File: src/hw/smbus_cfg.svh
`ifndef SMBUS_CFG_SVH
`define SMBUS_CFG_SVH

// Seven-bit target address; on the wire the write-address byte reads 12h
`define SMB_ADDR7       7'h09

// Identification commands
`define SMB_CMD_MAKER   8'hfe
`define SMB_CMD_PART    8'hff

// Bits in one byte
`define SMB_BYTE_BITS   4'h8
`define SMB_CNT_ZERO    4'h0
`define SMB_CNT_ONE     4'h1
`define SMB_CNT_STEP    4'h1

// Reset values
`define SMB_BYTE_RST    8'h00
`define SMB_WORD_RST    16'h0000

`endif

File: src/hw/smbus_pkg.sv
package smbus_pkg;

  // Gray codes along idle, address, command, write, read
  typedef enum logic [3:0] {
    st_idle     = 4'h0,
    st_addr     = 4'h1,
    st_addr_ack = 4'h3,
    st_cmd      = 4'h2,
    st_cmd_ack  = 4'h6,
    st_wr       = 4'h7,
    st_wr_ack   = 4'h5,
    st_rd       = 4'h4,
    st_rd_ack   = 4'hc,
    st_skip     = 4'hd
  } state_e;

  typedef struct packed {
    logic scl;
    logic sda;
    logic scl_rise;
    logic scl_fall;
    logic start;
    logic stop;
  } sense_s;

  typedef struct packed {
    state_e      state;
    logic [3:0]  bit_cnt;
    logic [7:0]  shift;
    logic [7:0]  cmd;
    logic        cmd_ok;
    logic        is_read;
    logic        high_byte;
    logic [7:0]  low_byte;
    logic [15:0] tx;
    logic        sda_oe;
    logic        sda_out;
    logic        wr_valid;
    logic [7:0]  wr_cmd;
    logic [15:0] wr_data;
  } port_s;

endpackage : smbus_pkg

File: src/hw/smbus_line_sense.sv
`timescale 1ns/10ps
`include "smbus_cfg.svh"

module smbus_line_sense (
  // Clock and reset
  input  wire logic sys_clk,
  input  wire logic reset_n,
  // Bus lines
  input  wire logic scl_in,
  input  wire logic sda_in,
  // Conditioned levels and events
  output logic      scl,
  output logic      sda,
  output logic      scl_rise,
  output logic      scl_fall,
  output logic      start,
  output logic      stop
);

  smbus_pkg::sense_s s_q;
  smbus_pkg::sense_s s_d;

  ////////////////////////////////////////////////////////////////////////////
  always_comb begin
    s_d          = s_q;
    s_d.scl      = scl_in;
    s_d.sda      = sda_in;
    s_d.scl_rise = ~s_q.scl & scl_in;
    s_d.scl_fall = s_q.scl & ~scl_in;
    s_d.start    = s_q.scl & scl_in & s_q.sda & ~sda_in;
    s_d.stop     = s_q.scl & scl_in & ~s_q.sda & sda_in;
  end

  always_ff @(posedge sys_clk) begin
    if (!reset_n) begin
      s_q <= '{scl: 1'b1, sda: 1'b1, default: 1'b0};
    end else begin
      s_q <= s_d;
    end
  end

  ////////////////////////////////////////////////////////////////////////////
  assign scl      = s_q.scl;
  assign sda      = s_q.sda;
  assign scl_rise = s_q.scl_rise;
  assign scl_fall = s_q.scl_fall;
  assign start    = s_q.start;
  assign stop     = s_q.stop;

endmodule : smbus_line_sense

File: src/hw/smbus_word_slave_port.sv
//
// Function
// - Answer only to the fixed target address, ignoring every other address.
// - Never act as master: no start of its own and no drive on the clock line.
// - All commands travel as write-word or read-word, one 16-bit value per 8-bit command.
// - A falling data line while the clock is high is a start, seen at any point.
// - A rising data line while the clock is high is a stop, after which the bus is free.
// - The data line changes only while the clock is low, save for start and stop.
// - Bytes are eight bits, MSB first, sampled on the rising clock edge.
// - Each byte takes nine clocks, the ninth carrying the receiver's acknowledge.
// - Acknowledge is a low data line; address, command and written bytes are acknowledged.
// - All bytes of a transaction lie between its start and its stop.
// - A repeated start after the command keeps the command for the read phase.
// - Reads return low then high byte; master acknowledges low, not high, then stops.
// - Two read-only 16-bit identification registers sit at commands FFh and FEh.
// - The maker identification always returns the same fixed code.
//
`timescale 1ns/10ps
`include "smbus_cfg.svh"

module smbus_word_slave_port #(
  // Arbitrary identification values
  parameter logic [15:0] MAKER_CODE = 16'h00a5,
  parameter logic [15:0] PART_CODE  = 16'h1234
) (
  // Clock and reset
  input  wire logic        sys_clk,
  input  wire logic        reset_n,
  // Bus clock, input only
  input  wire logic        scl_in,
  // Bus data, open drain
  input  wire logic        sda_in,
  output logic             sda_out,
  output logic             sda_oe,
  // Register write side
  output logic             wr_valid,
  output logic [7:0]       wr_cmd,
  output logic [15:0]      wr_data,
  // Register read side
  output logic [7:0]       rd_cmd,
  input  wire logic [15:0] rd_data
);

  ////////////////////////////////////////////////////////////////////////////
  // Line conditioning

  logic scl_lvl;
  logic sda_lvl;
  logic scl_rise;
  logic scl_fall;
  logic start_ev;
  logic stop_ev;

  smbus_line_sense u_sense (
    .sys_clk  (sys_clk),
    .reset_n  (reset_n),
    .scl_in   (scl_in),
    .sda_in   (sda_in),
    .scl      (scl_lvl),
    .sda      (sda_lvl),
    .scl_rise (scl_rise),
    .scl_fall (scl_fall),
    .start    (start_ev),
    .stop     (stop_ev)
  );

  ////////////////////////////////////////////////////////////////////////////
  // Read word selection

  function automatic logic [15:0] read_word(
    input logic [7:0]  cmd,
    input logic [15:0] ext
  );
    logic [15:0] w;
    case (cmd)
      `SMB_CMD_MAKER: w = MAKER_CODE;
      `SMB_CMD_PART:  w = PART_CODE;
      default:        w = ext;
    endcase
    return w;
  endfunction : read_word

  ////////////////////////////////////////////////////////////////////////////
  // State

  smbus_pkg::port_s p_q;
  smbus_pkg::port_s p_d;

  logic [15:0] word;
  logic        byte_done;

  assign word      = read_word(p_q.cmd, rd_data);
  assign byte_done = (p_q.bit_cnt == `SMB_BYTE_BITS);

  always_comb begin
    p_d          = p_q;
    p_d.wr_valid = 1'b0;
    p_d.sda_out  = 1'b0;
    if (start_ev) begin
      // Start or repeated start; command kept
      p_d.state     = smbus_pkg::st_addr;
      p_d.bit_cnt   = `SMB_CNT_ZERO;
      p_d.sda_oe    = 1'b0;
      p_d.high_byte = 1'b0;
    end else if (stop_ev) begin
      p_d.state  = smbus_pkg::st_idle;
      p_d.sda_oe = 1'b0;
      p_d.cmd_ok = 1'b0;
    end else begin
      case (p_q.state)
        smbus_pkg::st_addr,
        smbus_pkg::st_cmd,
        smbus_pkg::st_wr: begin
          if (scl_rise && !byte_done) begin
            p_d.shift   = {p_q.shift[6:0], sda_lvl};
            p_d.bit_cnt = p_q.bit_cnt + `SMB_CNT_STEP;
          end
          if (scl_fall && byte_done) begin
            p_d.bit_cnt = `SMB_CNT_ZERO;
            case (p_q.state)
              smbus_pkg::st_addr: begin
                if (p_q.shift[7:1] == `SMB_ADDR7 && (!p_q.shift[0] || p_q.cmd_ok)) begin
                  p_d.sda_oe  = 1'b1;
                  p_d.is_read = p_q.shift[0];
                  p_d.state   = smbus_pkg::st_addr_ack;
                end else begin
                  p_d.state = smbus_pkg::st_skip;
                end
              end
              smbus_pkg::st_cmd: begin
                p_d.cmd    = p_q.shift;
                p_d.cmd_ok = 1'b1;
                p_d.sda_oe = 1'b1;
                p_d.state  = smbus_pkg::st_cmd_ack;
              end
              default: begin
                p_d.sda_oe = 1'b1;
                p_d.state  = smbus_pkg::st_wr_ack;
                if (p_q.high_byte) begin
                  p_d.wr_valid = 1'b1;
                  p_d.wr_cmd   = p_q.cmd;
                  p_d.wr_data  = {p_q.shift, p_q.low_byte};
                end else begin
                  p_d.low_byte = p_q.shift;
                end
              end
            endcase
          end
        end
        smbus_pkg::st_addr_ack: begin
          if (scl_fall) begin
            p_d.sda_oe  = 1'b0;
            p_d.bit_cnt = `SMB_CNT_ZERO;
            if (p_q.is_read) begin
              // Low byte first, MSB first
              p_d.tx      = {word[7:0], word[15:8]};
              p_d.sda_oe  = ~word[7];
              p_d.bit_cnt = `SMB_CNT_ONE;
              p_d.state   = smbus_pkg::st_rd;
            end else begin
              p_d.state = smbus_pkg::st_cmd;
            end
          end
        end
        smbus_pkg::st_cmd_ack: begin
          if (scl_fall) begin
            p_d.sda_oe    = 1'b0;
            p_d.high_byte = 1'b0;
            p_d.state     = smbus_pkg::st_wr;
          end
        end
        smbus_pkg::st_wr_ack: begin
          if (scl_fall) begin
            p_d.sda_oe = 1'b0;
            if (p_q.high_byte) begin
              p_d.state = smbus_pkg::st_skip;
            end else begin
              p_d.high_byte = 1'b1;
              p_d.state     = smbus_pkg::st_wr;
            end
          end
        end
        smbus_pkg::st_rd: begin
          if (scl_fall) begin
            p_d.tx = {p_q.tx[14:0], 1'b0};
            if (byte_done) begin
              p_d.sda_oe = 1'b0;
              p_d.state  = smbus_pkg::st_rd_ack;
            end else begin
              p_d.sda_oe  = ~p_q.tx[14];
              p_d.bit_cnt = p_q.bit_cnt + `SMB_CNT_STEP;
            end
          end
        end
        smbus_pkg::st_rd_ack: begin
          if (scl_rise) begin
            if (sda_lvl || p_q.high_byte) begin
              p_d.state = smbus_pkg::st_skip;
            end else begin
              p_d.high_byte = 1'b1;
            end
          end
          if (scl_fall) begin
            p_d.sda_oe  = ~p_q.tx[15];
            p_d.bit_cnt = `SMB_CNT_ONE;
            p_d.state   = smbus_pkg::st_rd;
          end
        end
        smbus_pkg::st_skip: begin
          p_d.sda_oe = 1'b0;
        end
        default: begin
          p_d.sda_oe = 1'b0;
          p_d.state  = smbus_pkg::st_idle;
        end
      endcase
    end
  end

  always_ff @(posedge sys_clk) begin
    if (!reset_n) begin
      p_q <= '{
        state:     smbus_pkg::st_idle,
        bit_cnt:   `SMB_CNT_ZERO,
        shift:     `SMB_BYTE_RST,
        cmd:       `SMB_BYTE_RST,
        cmd_ok:    1'b0,
        is_read:   1'b0,
        high_byte: 1'b0,
        low_byte:  `SMB_BYTE_RST,
        tx:        `SMB_WORD_RST,
        sda_oe:    1'b0,
        sda_out:   1'b0,
        wr_valid:  1'b0,
        wr_cmd:    `SMB_BYTE_RST,
        wr_data:   `SMB_WORD_RST
      };
    end else begin
      p_q <= p_d;
    end
  end

  ////////////////////////////////////////////////////////////////////////////
  // Outputs; no clock drive exists at all
  assign sda_out  = p_q.sda_out;
  assign sda_oe   = p_q.sda_oe;
  assign wr_valid = p_q.wr_valid;
  assign wr_cmd   = p_q.wr_cmd;
  assign wr_data  = p_q.wr_data;
  assign rd_cmd   = p_q.cmd;

endmodule : smbus_word_slave_port

File: config.mk
export PLATFORM = sky130hd
export DESIGN_NAME = smbus_word_slave_port
export DESIGN_NICKNAME = d
export VERILOG_FILES = /design/src/hw/smbus_pkg.sv /design/src/hw/smbus_line_sense.sv /design/src/hw/smbus_word_slave_port.sv
export VERILOG_INCLUDE_DIRS = /design/src /design/src/hw
export SDC_FILE = /design/constraint.sdc
export NUM_CORES = 1
export LEC_CHECK = 0
export BUFFER_PORTS_ARGS = -buffer_cell sky130_fd_sc_hd__buf_2
export CORE_ASPECT_RATIO = 1.25
export CORE_MARGIN = 2
export CORE_UTILIZATION = 49
export DETAILED_ROUTE_END_ITERATION = 8
export GPL_TIMING_DRIVEN = 0
export MAX_ROUTING_LAYER = met4
export PLACE_DENSITY = 0.74
export SETUP_SLACK_MARGIN = 0.02
export SYNTH_ARGS = -nofsm -noshare
export SYNTH_HDL_FRONTEND = slang
export SYNTH_SLANG_ARGS = --single-unit
File: constraint.sdc
create_clock -name sys_clk -period 4.77 [get_ports sys_clk]
set_clock_uncertainty 0.15 [all_clocks]
set_input_delay 0.2385 -clock sys_clk [delete_from_list [all_inputs] [get_ports sys_clk]]
set_output_delay 0.2385 -clock sys_clk [all_outputs]
set_load 0.01 [all_outputs]
==> key figures, run 1 <==
Status
  – Result of the run: complete, no violations

Synth
  – Syn. warnings: 0
  – Synth top area share: 39.00%
  – Seq/Total Area, Yosys: 39.00%
  – Syn nets: 512
  – Ranking of synthesized cells by area: dfxtp_1 39%, mux2i_1 10%, buf_4 6.3%, nand2_1 4.6%, nor2_1 3.9%
  – Gate Count Post-Synth: 490
  – FFs w/ async S/R, synth: 0%
  – Number of synthesized flops with an enable pin: 0
  – Commonest cells post-synth: 83 x dfxtp_1, 52 x nand2_1, 44 x nor2_1
  – Yosys top cell by area: dfxtp_1
  – FF+latch count, synth: 83
  – Cell Area, Synth: 4260 sq um
  – Yosys cell types: 63
  – Most used DFF post-synth: dfxtp_1
  – Count leader, synth: dfxtp_1
  – Mean Syn Cell Area: 8.695 sq um

Clocking
  – Total CTS buffers: 9
  – Max clock buf depth: 2
  – Htree depth: 3
  – CTS sink count: 83
  – Post-CTS setup buffers: 0
  – TritonCTS clock tree: done
  – Root Driver: clkbuf_8
  – Clk_lat worst skew: 0.35 ns
  – CTS clock-pin slew for the worst setup and hold paths: 0.08 ns

GRT
  – Global-route wire length before repair: 17.11 mm
  – Largest net degree at the start of global routing: 15
  – Grt total ovfl: 0
  – Vias in the first global route: 3537
  – Initial antenna violation count: 0
  – Tot GR Track Use: 23.62%

Finish
  – Fraction of layout cells with a size suffix above 1: 22.64%
  – Final layout net count: 578
  – Fin util: 57.00%
  – Ant diodes: 0
  – Layout area overhead: 14.51%

Run
  – Max-capacitance violation count: 0

Worst setup path
  – Largest fanout on the critical path: 10
  – Worst Setup EP: rd_cmd[5]$_SDFFE_PN0P_
  – Reg-to-reg startpoint: p_q[70]$_SDFFE_PP0P_
  – R2r endpoint: rd_cmd[5]$_SDFFE_PN0P_
  – WP data arrival: 2.63 ns
  – Worst Path Required: 4.85 ns
  – Worst-case reg-to-reg path depth: 8
  – FF-to-FF setup slack: 2.22 ns
  – CP Launch Type: flop
  – CP startpoint: p_q[70]$_SDFFE_PP0P_
  – Worst setup path category: reg -> reg
  – Critical Path Sink Type: flop

Power and ir drop
  – Clock share of power: 40.7%
  – Comb pwr share: 4.4%
  – Net Sw Frac: 23.47%
  – VDD IR max: 0.1439 mV
  – Int Pwr: 973.5 uW
  – Pwr Density: 260.7 nW/um^2
  – Sw Pwr: 298.5 uW
  – Reg power frac: 54.8%
  – Final Power: 1272 uW
  – Lkg Pwr: 0.001875 uW

Routing
  – Metal-1 WL: 4.496 mm
  – Total number of vias: 3801
  – Pre-antenna DRT Iters: 5
  – DR WL/cell: 16.19 microns
  – Routed wire length: 10.70 mm
  – Initial DRC Count: 224
  – Number of routed nets with antenna violations: 0
  – Max Used Layer: met4
  – # DRC: 0
  – Vias per cell: 5.750
  – Metal2 WL: 5.349 mm
  – Met3 WL: 620 microns

STA
  – Final hold violations: 0
  – Maximum clock frequency: 391.6 MHz
  – Final setup fails: 0
  – Least-Margin Pin Slew: 0.8088 ns
  – Total Neg Setup Slack: 0 ns
  – Fin crit share: 53.53%
  – Tmin final: 2.553 ns
  – Slew HR: 45.88%
  – RSZ-0062 raised after global routing: no
  – Slew Viols, Final: 0

Die
  – Die area: 9461 sq um
  – FP Rows: 38
  – Core area: 8558 sq um
  – IO Count: 55
  – Vert. Die Dim: 108.3 microns
  – Die Wd: 87.40 microns
  – Initial Util: 49.78%

Placement
  – GP Congestion: 0.9765
  – DP Wirelength: 7.780 mm
  – PortBufs: 52

Hold path
  – Hold depth: 3
  – Worst hold path class: in -> reg
-- area by class of cell --
cell class	instances	area, sq um
plain buffers	68	417.9
multi-input cells	326	2132
inverters	13	48.80
repair buffers	55	290.3
flip-flops and latches	83	1662
clock buffers	11	141.4
clock inverters	5	61.31
fillers	762	3680
well taps	100	125.1
-- worst max-delay path, stage by stage (launching register included) --
cell and delay [ns]:
dfxtp_1 0.34, inv_1 0.08, ha_1 0.18, and3b_1 0.16
buf_2 0.22, nand3_1 0.24, nor4_4 0.71, mux2i_1 0.27
nor2_1 0.05
-- placed cells by master (no fill, tap or decap), types with 12 or more instances in the layout --
cell,instances
nor2_1,44
o21ai_0,23
inv_1,12
nand2_1,52
mux2i_1,43
buf_2,62
clkbuf_1,19
a21oi_1,15
a211oi_1,17
a22oi_1,15
buf_4,36
dfxtp_1,83
nand4_1,13
-- metrics by stage --
step	instance area (sq um)	setup slack, ns	hold slack, ns	cells
CTS	4878	2.197	0.09710	661
global route	4878	2.025	0.1111	661
global placement	4646	2.284	0.2706	642
floorplan	4260	2.583	0.1646	490
finish	4878	2.217	0.1005	661
detailed placement	4646	2.211	0.2760	642
-- sequential cells by signal, indices dropped and copies added, names as in the netlist --
| name | cells |
|---|---|
| wr_data | 16 |
| u_sense.sda | 1 |
| u_sense.start | 1 |
| wr_cmd | 8 |
| sda_oe | 1 |
| u_sense.scl | 1 |
| u_sense.scl_rise | 1 |
| wr_valid | 1 |
| rd_cmd | 8 |
| p_q | 43 |
| u_sense.scl_fall | 1 |
| u_sense.stop | 1 |
-- worst min path at each step --
stage,end,from
after floorplan,u_sense.start$_SDFF_PN0_,sda_in
after global placement,u_sense.start$_SDFF_PN0_,sda_in
after detailed placement,u_sense.start$_SDFF_PN0_,sda_in
after CTS,p_q[33]$_SDFFE_PN0P_,rd_data[14]
after global routing,p_q[36]$_SDFFE_PN0P_,rd_data[1]
final,p_q[33]$_SDFFE_PN0P_,rd_data[14]
-- cells by family after synthesis --
kind of cell	count (synthesis)	share of synthesized area (%)
fa+ha+maj	2	0.5873
flops	83	39.00
other cells	1	0.08802
simple gates	170	20.71
mux	48	11.51
xor+xnor	3	0.6169
compound gates	102	16.53
buf+inv	81	10.95
-- power groups by stage --
stage / combinational [uW] / clock [uW] / sequential, uW
final: 56.3 / 518 / 698
after global routing: 62.0 / 556 / 698
after CTS: 55.9 / 527 / 698
after detailed placement: 53.7 / 0 / 714
after global placement: 53.8 / 0 / 714
after floorplan: 33.9 / 0 / 713
-- timing repair --
| item | 4_1_cts | 5_1_grt |
|---|---|---|
| gates resized for setup | 0 | 0 |
| setup endpoints to repair | 0 | 0 |
| hold buffers | 3 | 0 |
| hold endpoints to repair | 6 | 0 |
-- routing by layer --
| metal | vias to the layer above | global-route usage [%] |
|---|---|---|
| met1 | 1789 | 28.40 |
| met2 | 136 | 39.07 |
| li1 | 1858 | - |
| met3 | 18 | 4.656 |
| met5 | - | - |
| met4 | 0 | 8.462 |
Note: power is estimated with default switching activity, not from simulation.
==> run 2: changes to the inputs <==
--- a/config.mk
+++ b/config.mk
@@ -6,6 +6,7 @@
 export SDC_FILE = /design/constraint.sdc
 export NUM_CORES = 1
 export LEC_CHECK = 0
+export ABC_AREA = 1
 export BUFFER_PORTS_ARGS = -buffer_cell sky130_fd_sc_hd__buf_2
 export CORE_ASPECT_RATIO = 1.25
 export CORE_MARGIN = 2
@@ -13,7 +14,7 @@
 export DETAILED_ROUTE_END_ITERATION = 8
 export GPL_TIMING_DRIVEN = 0
 export MAX_ROUTING_LAYER = met4
-export PLACE_DENSITY = 0.74
+export PLACE_DENSITY = 0.77
 export SETUP_SLACK_MARGIN = 0.02
 export SYNTH_ARGS = -nofsm -noshare
 export SYNTH_HDL_FRONTEND = slang
==> constraint.sdc (replaced) <==
create_clock -name sys_clk -period 2.31 [get_ports sys_clk]
set_clock_uncertainty 0.15 [all_clocks]
set_input_delay 0.1155 -clock sys_clk [delete_from_list [all_inputs] [get_ports sys_clk]]
set_output_delay 0.1155 -clock sys_clk [all_outputs]
set_load 0.01 [all_outputs]
==> key figures, run 2 <==
Status
  – Result of the run: complete, no violations

GRT
  – Gr busiest metal: met2
  – Met2 Usage GRT: 39.62%
  – Largest net degree at the start of global routing: 17
  – Vias in the first global route: 3752
  – Grt total ovfl: 0
  – Global-route track usage on met1: 25.88%
  – Global-route wire length before repair: 16.54 mm
  – Initial antenna violation count: 0
  – Tot GR Track Use: 22.99%
  – Met3 GRT Util: 3.758%

Finish
  – Layout area overhead: 18.95%
  – Max reg flops: 43
  – Final layout net count: 723
  – Fraction of layout cells with a size suffix above 1: 20.68%
  – Most frequent cells in the layout: 138 x nand2_1, 102 x nor2_1, 83 x dfxtp_1
  – Most common cell after layout, fill and taps aside: nand2_1
  – Most flops, register: p_q
  – Filler cell count: 777
  – Final Cell Area: 4987 sq um

STA
  – Fin crit share: 90.35%
  – Least-Margin Pin Slew: 0.5675 ns
  – Worst hold slack: 0.06853 ns
  – Maximum clock frequency: 479.1 MHz
  – Total Neg Setup Slack: 0 ns
  – Final hold violations: 0
  – Final setup fails: 0
  – Tmin final: 2.087 ns
  – RSZ-0062 raised after global routing: no
  – Slew Viols, Final: 0
  – Slew HR: 62.16%

Placement
  – GP Congestion: 0.9452
  – PortBufs: 53
  – Placed Area: 4579 sq um
  – DP Wirelength: 7.416 mm

Synth
  – FFs w/ async S/R, synth: 0%
  – Gate Count Post-Synth: 620
  – Yosys cell types: 33
  – Number of synthesized flops with an enable pin: 0
  – Yosys top cell by area: dfxtp_1
  – Syn. warnings: 0
  – Mean Syn Cell Area: 6.763 sq um
  – Cell Area, Synth: 4193 sq um
  – FF+latch count, synth: 83
  – Seq/Total Area, Yosys: 39.63%
  – Ranking of synthesized cells by area: dfxtp_1 40%, nand2_1 12%, nor2_1 9.1%, buf_4 6.4%, a21oi_1 6.1%
  – Commonest cells post-synth: 138 x nand2_1, 102 x nor2_1, 83 x dfxtp_1
  – Syn nets: 642
  – Count leader, synth: nand2_1
  – Synth top area share: 39.63%
  – Most used DFF post-synth: dfxtp_1

Routing
  – Initial DRC Count: 276
  – # DRC: 0
  – DR WL/cell: 12.66 microns
  – Number of routed nets with antenna violations: 0
  – Vias per cell: 4.938
  – Total number of vias: 3970
  – Routed wire length: 10.18 mm
  – Pre-antenna DRT Iters: 4

Die
  – Die Wd: 86.74 microns
  – Vert. Die Dim: 107.4 microns
  – IO Count: 55
  – Die area: 9317 sq um
  – Initial Util: 50.60%
  – Core area: 8287 sq um
  – FP Rows: 37

Power and ir drop
  – VDD IR max: 0.4542 mV
  – Pwr Density: 561.8 nW/um^2
  – Lkg Pwr: 0.002564 uW

Clocking
  – Total CTS buffers: 9
  – CTS sink count: 83
  – CTS clock-pin slew for the worst setup and hold paths: 0.09 ns
  – Max clock buf depth: 2
  – Htree depth: 3
  – Root Driver: clkbuf_8
  – Clk_lat worst skew: 0.37 ns
  – Post-CTS setup buffers: 0
  – TritonCTS clock tree: done

Worst setup path
  – Critical Path Sink Type: flop
  – Worst-path cell chain: inv_1 > ha_1 > nand2_1 > nor2_1 > nand2_1 > inv_1 > nand2_2 > inv_2 > nand4_4 > buf_6 > buf_6 > nor2_2 > nor2_1
  – CP peak stage delay: 0.38 ns
  – Largest fanout on the critical path: 10
  – Crit path max-delay family: buffers and inverters
  – Critical path buffers and inverters: 5
  – CP Launch Type: flop
  – Worst Path Required: 2.43 ns
  – Max stage delay cell, worst path: dfxtp_1
  – Worst setup path category: reg -> reg
  – WP data arrival: 2.20 ns

Run
  – Max-capacitance violation count: 0

Hold path
  – Worst hold path class: in -> reg
## run 2: cell count changes in the layout (fill, tap and decap cells not counted), sizes merged, moves of 24 or more
cell,before,now
o21ai,23,47
a21oi,15,51
inv,13,76
mux2i,43,0
nand2,52,142
nor2,44,118
## run 2: through the flow
stage               util, %  instances  total power [uW]  setup slack, ns
global route          60.15        803              2885          0.06019
global placement      55.26        770              1589           0.2733
floorplan                 -        620              1546           0.5236
CTS                   60.09        803              2818           0.2015
detailed placement    55.26        770              1590           0.2130
finish                60.18        804              2802           0.2228
## run 2: power by group
group | internal, uW | total (uW) | switching, uW
combinational | 55.2 | 135 | 80.2
sequential | 1440 | 1450 | 8.68
clock | 630 | 1220 | 590
total | 2120 | 2800 | 679
## run 2: layout make-up
type | count | area (sq um) | share of cell area, %
antenna | 1 | 2.502 | 0.05018
tap | 97 | 121.4 | 2.434
clock buffer | 9 | 123.9 | 2.484
buffer | 53 | 356.6 | 7.150
inverter | 72 | 270.3 | 5.419
clock inverter | 7 | 106.4 | 2.132
timing repair buffer | 70 | 435.4 | 8.731
multi-input combinational | 412 | 1909 | 38.28
sequential | 83 | 1662 | 33.32
## run 2: what timing repair did
item                       4_1_cts  5_1_grt
hold endpoints to repair        21        0
setup endpoints to repair        0        2
gates resized for setup          0        1
hold buffers                    17        0
## run 2: worst reg2reg max path: stages (launching register included)
cell and delay, ns:
dfxtp_1 0.38, inv_1 0.11, ha_1 0.17, nand2_1 0.06, nor2_1 0.12, nand2_1 0.15
inv_1 0.14, nand2_2 0.06, inv_2 0.08, nand4_4 0.09, buf_6 0.18, buf_6 0.15
nor2_2 0.09, nor2_1 0.05
## run 2: kinds of logic after synthesis
family | Yosys count | synth area share (%)
other cells | 1 | 0.08944
compound gates | 108 | 13.76
fa+ha+maj | 2 | 0.5967
simple gates | 300 | 30.77
buf+inv | 125 | 14.95
xor+xnor | 1 | 0.2089
flops | 83 | 39.63
## run 2: metal layers
metal,wire length [microns],vias up
met5,0,-
met4,204,0
met3,367,19
met2,5319,85
met1,4290,1786
li1,-,2080
## run 2: final timing paths
kind / from / to / slack [ns] / cells past startpoint
worst max-delay path: p_q[70]$_SDFFE_PP0P_ / wr_data[11]$_SDFFE_PN0P_ / 0.22 / 13
worst min-delay path: rd_data[7] / p_q[42]$_SDFFE_PN0P_ / 0.07 / 5
worst min register to register: u_sense.scl$_SDFF_PN1_ / u_sense.scl_rise$_SDFF_PN0_ / 0.31 / 1
worst max register to register: p_q[70]$_SDFFE_PP0P_ / wr_data[11]$_SDFFE_PN0P_ / 0.22 / 13
